$ cat config.mk
export PLATFORM = sky130hd
export DESIGN_NAME = nvmcc_controller
export DESIGN_NICKNAME = d
export VERILOG_FILES = /design/src/core/nvmcc_pkg.sv /design/src/core/nvmcc_controller.sv
export SDC_FILE = /design/constraint.sdc
export NUM_CORES = 1
export LEC_CHECK = 0
export BUFFER_PORTS_ARGS = -buffer_cell sky130_fd_sc_hd__buf_2
export CORE_MARGIN = 4
export CORE_UTILIZATION = 45
export CTS_CLUSTER_DIAMETER = 50
export DETAILED_ROUTE_END_ITERATION = 7
export GPL_TIMING_DRIVEN = 0
export PLACE_DENSITY = 0.86
export SLEW_MARGIN = 5
export SYNTH_ARGS = -nofsm -noshare
export SYNTH_HDL_FRONTEND = slang
export SYNTH_SLANG_ARGS = --single-unit
$ cat constraint.sdc
create_clock -name clock -period 2 [get_ports clock]
set_input_delay 0.5 -clock clock [delete_from_list [all_inputs] [get_ports clock]]
set_output_delay 0.5 -clock clock [all_outputs]
set_load 0.05 [all_outputs]
$ cat src/core/nvmcc_pkg.sv
// Purpose: shared constants and types of the nvm command controller
// Assumes: apb with 32-bit data, one register per aligned word
// Notes:   register index times four gives the byte address
package nvmcc_pkg;

  ////////////////////////////////////////////////////////////////////////////
  // register indices and address width
  localparam logic [3:0] IDX_COMMAND_CONTROL      = 4'h0;
  localparam logic [3:0] IDX_SECTION_LOCK_CONTROL = 4'h1;
  localparam logic [3:0] IDX_OPERATION_STATUS     = 4'h2;
  localparam logic [3:0] IDX_INTERRUPT_ENABLE     = 4'h3;
  localparam logic [3:0] IDX_INTERRUPT_FLAGS      = 4'h4;
  localparam logic [3:0] IDX_FUSE_DATA_WORD       = 4'h6;
  localparam logic [3:0] IDX_TARGET_ADDRESS_WORD  = 4'h8;
  localparam int         ADDR_WIDTH               = 6;

  ////////////////////////////////////////////////////////////////////////////
  // field positions
  localparam int POS_APP_CODE_WRITE_PROTECT = 0;
  localparam int POS_BOOT_SECTION_LOCK      = 1;
  localparam int POS_FLASH_BUSY             = 0;
  localparam int POS_EEPROM_BUSY            = 1;
  localparam int POS_WRITE_ERROR            = 2;
  localparam int POS_EEPROM_READY           = 0;

  ////////////////////////////////////////////////////////////////////////////
  // reset values and chosen constants
  localparam logic [15:0] RESET_WORD        = 16'h0000;
  localparam logic [15:0] EEPROM_REGION_HI  = 16'h1400;
  localparam logic [15:0] EEPROM_REGION_MSK = 16'hff00;
  localparam logic [15:0] SYSCFG_FUSE_ADDR  = 16'h0005;
  localparam int          POS_PRESERVE_FUSE = 0;

  ////////////////////////////////////////////////////////////////////////////
  // cycle counts of array operations, key window length in instructions
  localparam logic [11:0] CYC_PAGE_ERASE    = 12'h040;
  localparam logic [11:0] CYC_PAGE_WRITE    = 12'h040;
  localparam logic [11:0] CYC_BUFFER_CLEAR  = 12'h007;
  localparam logic [11:0] CYC_CHIP_ERASE    = 12'h100;
  localparam logic [11:0] CYC_EEPROM_ERASE  = 12'h080;
  localparam logic [11:0] CYC_FUSE_WRITE    = 12'h020;
  localparam logic [2:0]  KEY_WINDOW_INSNS  = 3'h4;

  ////////////////////////////////////////////////////////////////////////////
  // commands and states
  typedef enum logic [2:0] {
    CMD_NONE               = 3'b000,
    CMD_PAGE_WRITE         = 3'b001,
    CMD_PAGE_ERASE         = 3'b010,
    CMD_ERASE_THEN_WRITE   = 3'b011,
    CMD_BUFFER_CLEAR       = 3'b100,
    CMD_FULL_CHIP_ERASE    = 3'b101,
    CMD_EEPROM_FULL_ERASE  = 3'b110,
    CMD_FUSE_PROGRAM       = 3'b111
  } nvmcc_cmd_type;

  typedef enum logic [1:0] {
    ST_IDLE  = 2'b00,
    ST_ERASE = 2'b01,
    ST_WRITE = 2'b10,
    ST_OTHER = 2'b11
  } nvmcc_state_type;

  ////////////////////////////////////////////////////////////////////////////
  // array control carrier, each strobe bit but loadedOnly a level while the phase runs
  typedef struct packed {
    logic        flashErase;
    logic        flashWrite;
    logic        eepromErase;
    logic        eepromWrite;
    logic        loadedOnly;
    logic        chipFlash;
    logic        chipEeprom;
    logic        fuseWrite;
    logic [15:0] address;
    logic [15:0] data;
  } nvmcc_array_type;

  // page buffer load report from the store path
  typedef struct packed {
    logic        load;
    logic [15:0] address;
    logic        mixedSection;
    logic        protectedArea;
  } nvmcc_load_type;

endpackage : nvmcc_pkg

$ cat src/core/nvmcc_controller.sv
// Purpose: command execution of the nonvolatile memory controller
// Assumes: apb slave, one clock, synchronous active-high reset
// Notes:   array timing modelled by counters; page buffer lives outside
`timescale 1ns/100ps

module nvmcc_controller
  (
  // clock and reset
  input  wire logic                     clock,
  input  wire logic                     reset,
  // apb slave
  input  wire logic                     psel,
  input  wire logic                     penable,
  input  wire logic                     pwrite,
  input  wire logic [nvmcc_pkg::ADDR_WIDTH-1:0] paddr,
  input  wire logic [31:0]              pwdata,
  output logic      [31:0]              prdata,
  output logic                          pready,
  output logic                          pslverr,
  // cpu side
  input  wire logic                     spmKeyWritten,
  input  wire logic                     instructionDone,
  input  wire logic                     fromDebugPort,
  input  wire nvmcc_pkg::nvmcc_load_type bufferLoad,
  output logic                          cpuHalt,
  output logic                          interruptRequest,
  // fuse array
  input  wire logic [7:0]               systemConfigFuse,
  // sleep control
  input  wire logic                     sleepEnter,
  input  wire logic                     sleepIdleMode,
  input  wire logic                     wakeUp,
  output logic                          sleepReady,
  output logic                          clockRequest,
  output logic                          wakeRequest,
  // array and page buffer control
  output nvmcc_pkg::nvmcc_array_type    arrayControl,
  output logic                          bufferClear
  );
  import nvmcc_pkg::*;

  ////////////////////////////////////////////////////////////////////////////
  // state
  nvmcc_state_type state,         next_state;
  nvmcc_cmd_type   activeCmd,     next_activeCmd;
  logic [11:0]     count,         next_count;
  logic [2:0]      keyWindow,     next_keyWindow;
  logic [2:0]      commandReg,    next_commandReg;
  logic            appCodeWriteProtect, next_appCodeWriteProtect;
  logic            bootSectionLock,     next_bootSectionLock;
  logic            flashBusy,     next_flashBusy;
  logic            eepromBusy,    next_eepromBusy;
  logic            writeError,    next_writeError;
  logic            interruptSourceEnable, next_interruptSourceEnable;
  logic            eepromReady,   next_eepromReady;
  logic [15:0]     fuseDataWord,  next_fuseDataWord;
  logic [15:0]     targetAddressWord, next_targetAddressWord;
  logic            bufferLoaded,  next_bufferLoaded;
  logic            loadMixed,     next_loadMixed;
  logic            loadProtected, next_loadProtected;
  logic            eepromPreserveFuse, next_eepromPreserveFuse;
  logic            targetEeprom,  next_targetEeprom;
  logic [31:0]     next_prdata;
  logic            next_pready;
  logic            next_pslverr;
  logic            next_cpuHalt;
  logic            next_interruptRequest;
  logic            next_sleepReady;
  logic            next_clockRequest;
  logic            next_wakeRequest;
  nvmcc_array_type next_arrayControl;
  logic            next_bufferClear;

  ////////////////////////////////////////////////////////////////////////////
  // helpers
  function automatic logic inEeprom(input logic [15:0] address);
    inEeprom = (address & EEPROM_REGION_MSK) == EEPROM_REGION_HI;
  endfunction : inEeprom

  function automatic logic [3:0] regIndex(
    input logic [ADDR_WIDTH-1:0] address);
    regIndex = address[ADDR_WIDTH-1:2];
  endfunction : regIndex

  logic        accessDone;
  logic        writeHit;
  logic [3:0]  index;
  logic [15:0] wdata;
  logic        busy;
  logic        cmdWrite;
  logic        opEnd;

  assign accessDone = psel & penable & pready;
  assign writeHit   = accessDone & pwrite;
  assign index      = regIndex(paddr);
  assign wdata      = pwdata[15:0];
  assign busy       = flashBusy | eepromBusy;
  assign cmdWrite   = writeHit & (index == IDX_COMMAND_CONTROL);
  assign opEnd      = (state != ST_IDLE) && (count == 12'h001);

  ////////////////////////////////////////////////////////////////////////////
  // next values
  always_comb begin
    next_state                 = state;
    next_activeCmd             = activeCmd;
    next_count                 = count;
    next_keyWindow             = keyWindow;
    next_commandReg            = commandReg;
    next_appCodeWriteProtect   = appCodeWriteProtect;
    next_bootSectionLock       = bootSectionLock;
    next_flashBusy             = flashBusy;
    next_eepromBusy            = eepromBusy;
    next_writeError            = writeError;
    next_interruptSourceEnable = interruptSourceEnable;
    next_eepromReady           = eepromReady;
    next_fuseDataWord          = fuseDataWord;
    next_targetAddressWord     = targetAddressWord;
    next_bufferLoaded          = bufferLoaded;
    next_loadMixed             = loadMixed;
    next_loadProtected         = loadProtected;
    next_eepromPreserveFuse    = eepromPreserveFuse;
    next_targetEeprom          = targetEeprom;
    next_bufferClear           = 1'b0;

    if (spmKeyWritten) begin
      next_keyWindow = KEY_WINDOW_INSNS;
    end else if (instructionDone && keyWindow != 3'h0) begin
      next_keyWindow = keyWindow - 3'h1;
    end

    // store path marks the buffer and the last updated location
    if (bufferLoad.load) begin
      next_bufferLoaded      = 1'b1;
      next_targetAddressWord = bufferLoad.address;
      next_loadMixed         = loadMixed | bufferLoad.mixedSection;
      next_loadProtected     = loadProtected | bufferLoad.protectedArea;
    end

    // register writes
    if (writeHit) begin
      unique case (index)
        IDX_SECTION_LOCK_CONTROL: begin
          next_appCodeWriteProtect = appCodeWriteProtect
                                   | wdata[POS_APP_CODE_WRITE_PROTECT];
          next_bootSectionLock     = bootSectionLock
                                   | wdata[POS_BOOT_SECTION_LOCK];
        end
        IDX_INTERRUPT_ENABLE:
          next_interruptSourceEnable = wdata[POS_EEPROM_READY];
        IDX_FUSE_DATA_WORD:      next_fuseDataWord      = wdata;
        IDX_TARGET_ADDRESS_WORD: next_targetAddressWord = wdata;
        default: ;
      endcase
    end

    // operation sequencing
    unique case (state)
      ST_IDLE: begin
        if (cmdWrite && keyWindow != 3'h0 && !busy) begin
          next_commandReg   = wdata[2:0];
          next_targetEeprom = inEeprom(targetAddressWord);
          next_activeCmd    = nvmcc_cmd_type'(wdata[2:0]);
          next_writeError   = 1'b0;
          unique case (nvmcc_cmd_type'(wdata[2:0]))
            CMD_NONE: ;
            CMD_PAGE_WRITE, CMD_PAGE_ERASE, CMD_ERASE_THEN_WRITE: begin
              if (loadProtected || loadMixed) begin
                next_writeError = 1'b1;
              end else if (wdata[2:0] == CMD_PAGE_WRITE
                           || bufferLoaded) begin
                next_flashBusy  = !inEeprom(targetAddressWord);
                next_eepromBusy = inEeprom(targetAddressWord);
                if (wdata[2:0] == CMD_PAGE_WRITE) begin
                  next_state = ST_WRITE;
                  next_count = CYC_PAGE_WRITE;
                end else begin
                  next_state = ST_ERASE;
                  next_count = CYC_PAGE_ERASE;
                end
              end
            end
            CMD_BUFFER_CLEAR: begin
              next_state = ST_OTHER;
              next_count = CYC_BUFFER_CLEAR;
            end
            CMD_FULL_CHIP_ERASE: begin
              next_state      = ST_OTHER;
              next_count      = CYC_CHIP_ERASE;
              next_flashBusy  = 1'b1;
              next_eepromBusy = !eepromPreserveFuse;
            end
            CMD_EEPROM_FULL_ERASE: begin
              next_state      = ST_OTHER;
              next_count      = CYC_EEPROM_ERASE;
              next_eepromBusy = 1'b1;
            end
            CMD_FUSE_PROGRAM: begin
              if (fromDebugPort) begin
                next_state     = ST_OTHER;
                next_count     = CYC_FUSE_WRITE;
                next_flashBusy = 1'b1;
              end
            end
          endcase
        end
      end
      ST_ERASE: begin
        next_count = count - 12'h001;
        if (opEnd) begin
          if (activeCmd == CMD_ERASE_THEN_WRITE) begin
            next_state = ST_WRITE;
            next_count = CYC_PAGE_WRITE;
          end else begin
            next_state = ST_IDLE;
          end
        end
      end
      ST_WRITE, ST_OTHER: begin
        next_count = count - 12'h001;
        if (opEnd) begin
          next_state = ST_IDLE;
        end
      end
    endcase

    if (opEnd && next_state == ST_IDLE) begin
      next_flashBusy  = 1'b0;
      next_eepromBusy = 1'b0;
      next_commandReg = CMD_NONE;
      // clear buffer after page write, page erase or buffer clear, not after full erases or fuse program
      if (activeCmd != CMD_FULL_CHIP_ERASE
          && activeCmd != CMD_EEPROM_FULL_ERASE
          && activeCmd != CMD_FUSE_PROGRAM) begin
        next_bufferClear = 1'b1;
      end
    end

    if (wakeUp) begin
      next_bufferClear = 1'b1;
    end
    if (next_bufferClear) begin
      next_bufferLoaded  = bufferLoad.load;
      next_loadMixed     = bufferLoad.load & bufferLoad.mixedSection;
      next_loadProtected = bufferLoad.load & bufferLoad.protectedArea;
    end

    // ready set while eeprom not busy, set beats clear
    if (writeHit && index == IDX_INTERRUPT_FLAGS
        && wdata[POS_EEPROM_READY]) begin
      next_eepromReady = 1'b0;
    end
    if (!eepromBusy) begin
      next_eepromReady = 1'b1;
    end
  end

  ////////////////////////////////////////////////////////////////////////////
  // bus answer and outputs
  always_comb begin
    next_pready  = psel & penable & !pready;
    next_pslverr = 1'b0;
    next_prdata  = 32'h00000000;
    if (psel && penable && !pready) begin
      unique case (index)
        IDX_COMMAND_CONTROL:      next_prdata[2:0] = commandReg;
        IDX_SECTION_LOCK_CONTROL: begin
          next_prdata[POS_APP_CODE_WRITE_PROTECT] = appCodeWriteProtect;
          next_prdata[POS_BOOT_SECTION_LOCK]      = bootSectionLock;
        end
        IDX_OPERATION_STATUS: begin
          next_prdata[POS_FLASH_BUSY]  = flashBusy;
          next_prdata[POS_EEPROM_BUSY] = eepromBusy;
          next_prdata[POS_WRITE_ERROR] = writeError;
        end
        IDX_INTERRUPT_ENABLE:
          next_prdata[POS_EEPROM_READY] = interruptSourceEnable;
        IDX_INTERRUPT_FLAGS:
          next_prdata[POS_EEPROM_READY] = eepromReady;
        IDX_FUSE_DATA_WORD:      next_prdata[15:0] = fuseDataWord;
        IDX_TARGET_ADDRESS_WORD: next_prdata[15:0] = targetAddressWord;
        default:                 next_pslverr = 1'b1;
      endcase
    end

    // halt for flash work, buffer clear, full erases
    next_cpuHalt = (next_state != ST_IDLE)
                 && (next_flashBusy
                     || next_activeCmd == CMD_BUFFER_CLEAR
                     || next_activeCmd == CMD_EEPROM_FULL_ERASE);

    next_interruptRequest = interruptSourceEnable & next_eepromReady;
    next_wakeRequest = next_interruptRequest & sleepEnter & sleepIdleMode;
    // hold clock for any running operation
    next_clockRequest = next_state != ST_IDLE;
    next_sleepReady   = sleepEnter & (next_state == ST_IDLE);

    next_arrayControl             = '0;
    next_arrayControl.address     = next_targetAddressWord;
    next_arrayControl.data        = next_fuseDataWord;
    next_arrayControl.loadedOnly  = next_targetEeprom;
    if (next_state == ST_WRITE) begin
      next_arrayControl.flashWrite  = !next_targetEeprom;
      next_arrayControl.eepromWrite = next_targetEeprom;
    end
    if (next_state == ST_ERASE) begin
      next_arrayControl.flashErase  = !next_targetEeprom;
      next_arrayControl.eepromErase = next_targetEeprom;
    end
    if (next_state == ST_OTHER) begin
      next_arrayControl.chipFlash  = next_activeCmd == CMD_FULL_CHIP_ERASE;
      next_arrayControl.chipEeprom = next_eepromBusy
        && (next_activeCmd == CMD_FULL_CHIP_ERASE
            || next_activeCmd == CMD_EEPROM_FULL_ERASE);
      next_arrayControl.fuseWrite  = next_activeCmd == CMD_FUSE_PROGRAM;
    end
  end

  ////////////////////////////////////////////////////////////////////////////
  // registers
  always_ff @(posedge clock) begin
    if (reset) begin
      state                 <= ST_IDLE;
      activeCmd             <= CMD_NONE;
      count                 <= 12'h000;
      keyWindow             <= 3'h0;
      commandReg            <= CMD_NONE;
      appCodeWriteProtect   <= 1'b0;
      bootSectionLock       <= 1'b0;
      flashBusy             <= 1'b0;
      eepromBusy            <= 1'b0;
      writeError            <= 1'b0;
      interruptSourceEnable <= 1'b0;
      eepromReady           <= 1'b0;
      fuseDataWord          <= RESET_WORD;
      targetAddressWord     <= RESET_WORD;
      bufferLoaded          <= 1'b0;
      loadMixed             <= 1'b0;
      loadProtected         <= 1'b0;
      eepromPreserveFuse    <= systemConfigFuse[POS_PRESERVE_FUSE];
      targetEeprom          <= 1'b0;
      prdata                <= 32'h00000000;
      pready                <= 1'b0;
      pslverr               <= 1'b0;
      cpuHalt               <= 1'b0;
      interruptRequest      <= 1'b0;
      sleepReady            <= 1'b0;
      clockRequest          <= 1'b0;
      wakeRequest           <= 1'b0;
      arrayControl          <= '0;
      bufferClear           <= 1'b1;
    end else begin
      state                 <= next_state;
      activeCmd             <= next_activeCmd;
      count                 <= next_count;
      keyWindow             <= next_keyWindow;
      commandReg            <= next_commandReg;
      appCodeWriteProtect   <= next_appCodeWriteProtect;
      bootSectionLock       <= next_bootSectionLock;
      flashBusy             <= next_flashBusy;
      eepromBusy            <= next_eepromBusy;
      writeError            <= next_writeError;
      interruptSourceEnable <= next_interruptSourceEnable;
      eepromReady           <= next_eepromReady;
      fuseDataWord          <= next_fuseDataWord;
      targetAddressWord     <= next_targetAddressWord;
      bufferLoaded          <= next_bufferLoaded;
      loadMixed             <= next_loadMixed;
      loadProtected         <= next_loadProtected;
      eepromPreserveFuse    <= next_eepromPreserveFuse;
      targetEeprom          <= next_targetEeprom;
      prdata                <= next_prdata;
      pready                <= next_pready;
      pslverr               <= next_pslverr;
      cpuHalt               <= next_cpuHalt;
      interruptRequest      <= next_interruptRequest;
      sleepReady            <= next_sleepReady;
      clockRequest          <= next_clockRequest;
      wakeRequest           <= next_wakeRequest;
      arrayControl          <= next_arrayControl;
      bufferClear           <= next_bufferClear;
    end
  end

endmodule : nvmcc_controller

==> results.md <==
- N_diodes: 0
- Pins over their slew limit: 0
- Hold_buf cts: 0
- Synth Flop Type: dfxtp_1
- Die Ht: 107 µm
- First-pass GRT wire length: 20,600 µm
- Failing checks: setup timing
- Clock Sinks: 98
- Vias per cell: 5.58
- Worst-Skew Late Latency: 0.38 ns
- Final Hold Fails: 0
- Mapped Cells: 516
- Arrival @ worst endpoint: 2.28 ns
- Yosys reg bits: 98
- Nets: 737
- Endpoints failing setup: 4
- CTS Buf Count: 9
- Drt pass-1 iters: 5
- Area growth from synthesis to layout: 28.3%
- Ratio of cells with drive above 1 in the final layout: a little under a third
- Initial antenna violation count: 0
- Worst-path clk slew: 0.10 ns
- CTS Buffer Depth: 2
- Final core occ: ~60%
- I/O pins: 156
- Pin count of the biggest net entering global routing: 21
- Root buf cell: clkbuf_8
- # rows: 35
- Vias in the first global route: 4,263
- Worst Hold Class: in2reg
- Register Area: 0.00198 mm²
- EDFF count, synth: 1
- Routed WL per cell: 17.3 µm
- CORE AREA: about 0.0094 mm²
- CTS tree: yes
- YS warnings: 0
- Die X-Extent: approximately 110 µm
- Pleak: about 2.5 nW
- Total die area: about 0.011 mm²
- RSZ-0062 raised after global routing: true
- 1st-iter DRT viols: 411
- Final period util: 102%
- Gpl congestion: between 0.9 and 1
- Htree depth: 3
- Fin crit period: approximately 2 ns
- Post-synthesis cell area: ~0.0044 mm²
- Tot GR Track Use: 22.4%
- Peak supply drop: between 0.4 and 0.5 mV
- Pwr Density: 676 mW/mm²
- DP HPWL: approximately 9600 µm
- Worst-margin pin slew: between 0.7 and 0.8 ns
- Critical path type: reg2reg
- Final hold slack: 0.309 ns
- Seq/Total Area, Yosys: ~45%
- Async S/R FF share, synth: 0%
- Maxcap violations: 0
- FMAX: 0.491 GHz
- Status: finished with violations
- Clk_skew: 0.0164 ns
- Nature of the critical path endpoint: flop
- Worst endpoint required time: between 2 and 2.5 ns
- Commonest non-fill, non-tap cell in the layout: buf_2
- Grt total ovfl: 0
- Setup crit start kind: flop
- IO buf count: 108
- Remaining DRCs: 0
- Starting density of the core: approximately 47%
- Via Count: 4,414
- Wirelength, routed: 13,700 µm
- Syn_area_per_cell: around 8.5 µm²
- Detail Route Antenna Nets: 0
- Commonest non-fill, non-tap cells in the layout: buf_2, dfxtp_1, nor2_1
- Library cells used by synthesis: 63
- # fillers: 799
- Multi-input logic area: 0.00236 mm²
- Slew headroom: 48.3%
- Critical Path Fanout Max: 6
- Post-route setup slack: -0.0358 ns
-- cell type report --
type / instances / area share [%]
inverter: 9 / 0.597
sequential: 98 / 35.1
tap: 129 / 2.85
timing repair buffer: 117 / 11.0
clock inverter: 7 / 1.44
multi-input combinational: 372 / 41.7
buffer: 50 / 5.18
clock buffer: 9 / 2.19
-- power by group --
group	switching, mW	leakage [nW]	total (mW)	internal, mW
clock	0.813	0.103	1.32	0.504
sequential	0.0297	0.799	2.02	1.99
combinational	0.335	1.56	0.488	0.153
-- state kept, by name, indices dropped and copies added, names as in the netlist, 2 cells and up --
register	cells
count	12
state	2
keyWindow	3
arrayControl	7
targetAddressWord	16
commandReg	3
activeCmd	3
fuseDataWord	16
prdata	16
-- worst paths after layout --
kind,from,to,slack [ns],cells after the start
min,spmKeyWritten,keyWindow[0],0.31,2
max,count[1],count[5],-0.04,10
max reg2reg,count[1],count[5],-0.04,10
min reg2reg,commandReg[2],commandReg[2],0.47,2
-- synth_stat cells (3+ instances only) --
cell	n	share of area [%]
a211oi_1	19	3.2
nor2b_1	3	0.43
o22ai_1	4	0.57
and3_1	7	0.99
nor3_1	10	1.1
inv_1	9	0.77
a22oi_1	15	2.6
nand4_1	3	0.43
ha_1	4	1.1
nand3b_1	4	0.68
nor2_1	71	6.0
and2_1	8	1.1
mux2_2	3	0.77
nor3b_1	4	0.68
a21oi_1	41	4.7
clkbuf_1	24	2.0
dfxtp_1	97	44
buf_4	18	3.1
mux2i_1	21	4.8
nand3_1	3	0.34
nor4_1	8	1.1
nand2b_1	6	0.85
buf_2	6	0.68
o21ai_0	22	2.5
nand2_1	56	4.8
nor4b_1	5	0.99
-- routing by layer --
metal | share of wire [%] | track usage, % | vias up
met1 | 39 | 27.2 | 2072
met2 | 50 | 38.3 | 243
li1 | - | - | 2068
met4 | 2.7 | 9.86 | 0
met3 | 8.3 | 4.70 | 31
met5 | 0 | 0 | -
-- timing repair --
action,CTS,global route
gates cloned,1,1
pin swaps,3,12
gates resized for setup,14,32
setup endpoints to repair,34,42
setup buffers,1,6
-- through the flow --
stage               setup TNS, ns  instances  total power [mW]  setup slack [ns]  instance area, µm²
floorplan                       0        531              2.39            0.0110                4470
global placement           -16.53        768              2.51            -0.505                5170
detailed placement         -19.65        768              2.53            -0.540                5170
CTS                       -0.0447        784              3.81           -0.0292                5460
global route               -0.734        791              3.93           -0.0755                5650
finish                    -0.0599        791              3.82           -0.0358                5650
-- cell families (layout without fill, tap and decap cells) --
kind of cell	Yosys count	after routing	share of synthesized area, %
xor gates and xnor gates	3	3	0.597
buffers and inverters	61	192	7.24
other	1	16	0.0851
muxes	24	24	5.54
AOI/OAI and AO/OA	125	125	18.5
adders and majority gates	4	4	1.14
and+or+nand+nor	200	200	22.2
DFF	98	98	44.8
-- worst max-delay path: stages (launching register included) --
cell and delay (ns):
dfxtp_2 0.34, inv_2 0.08, ha_4 0.13, nor4b_4 0.25
nand3_2 0.21, o31ai_4 0.32, buf_6 0.17, buf_8 0.12
o22ai_2 0.07, a22oi_1 0.17, nor2_1 0.06
Note: power is estimated with default switching activity, not from simulation.
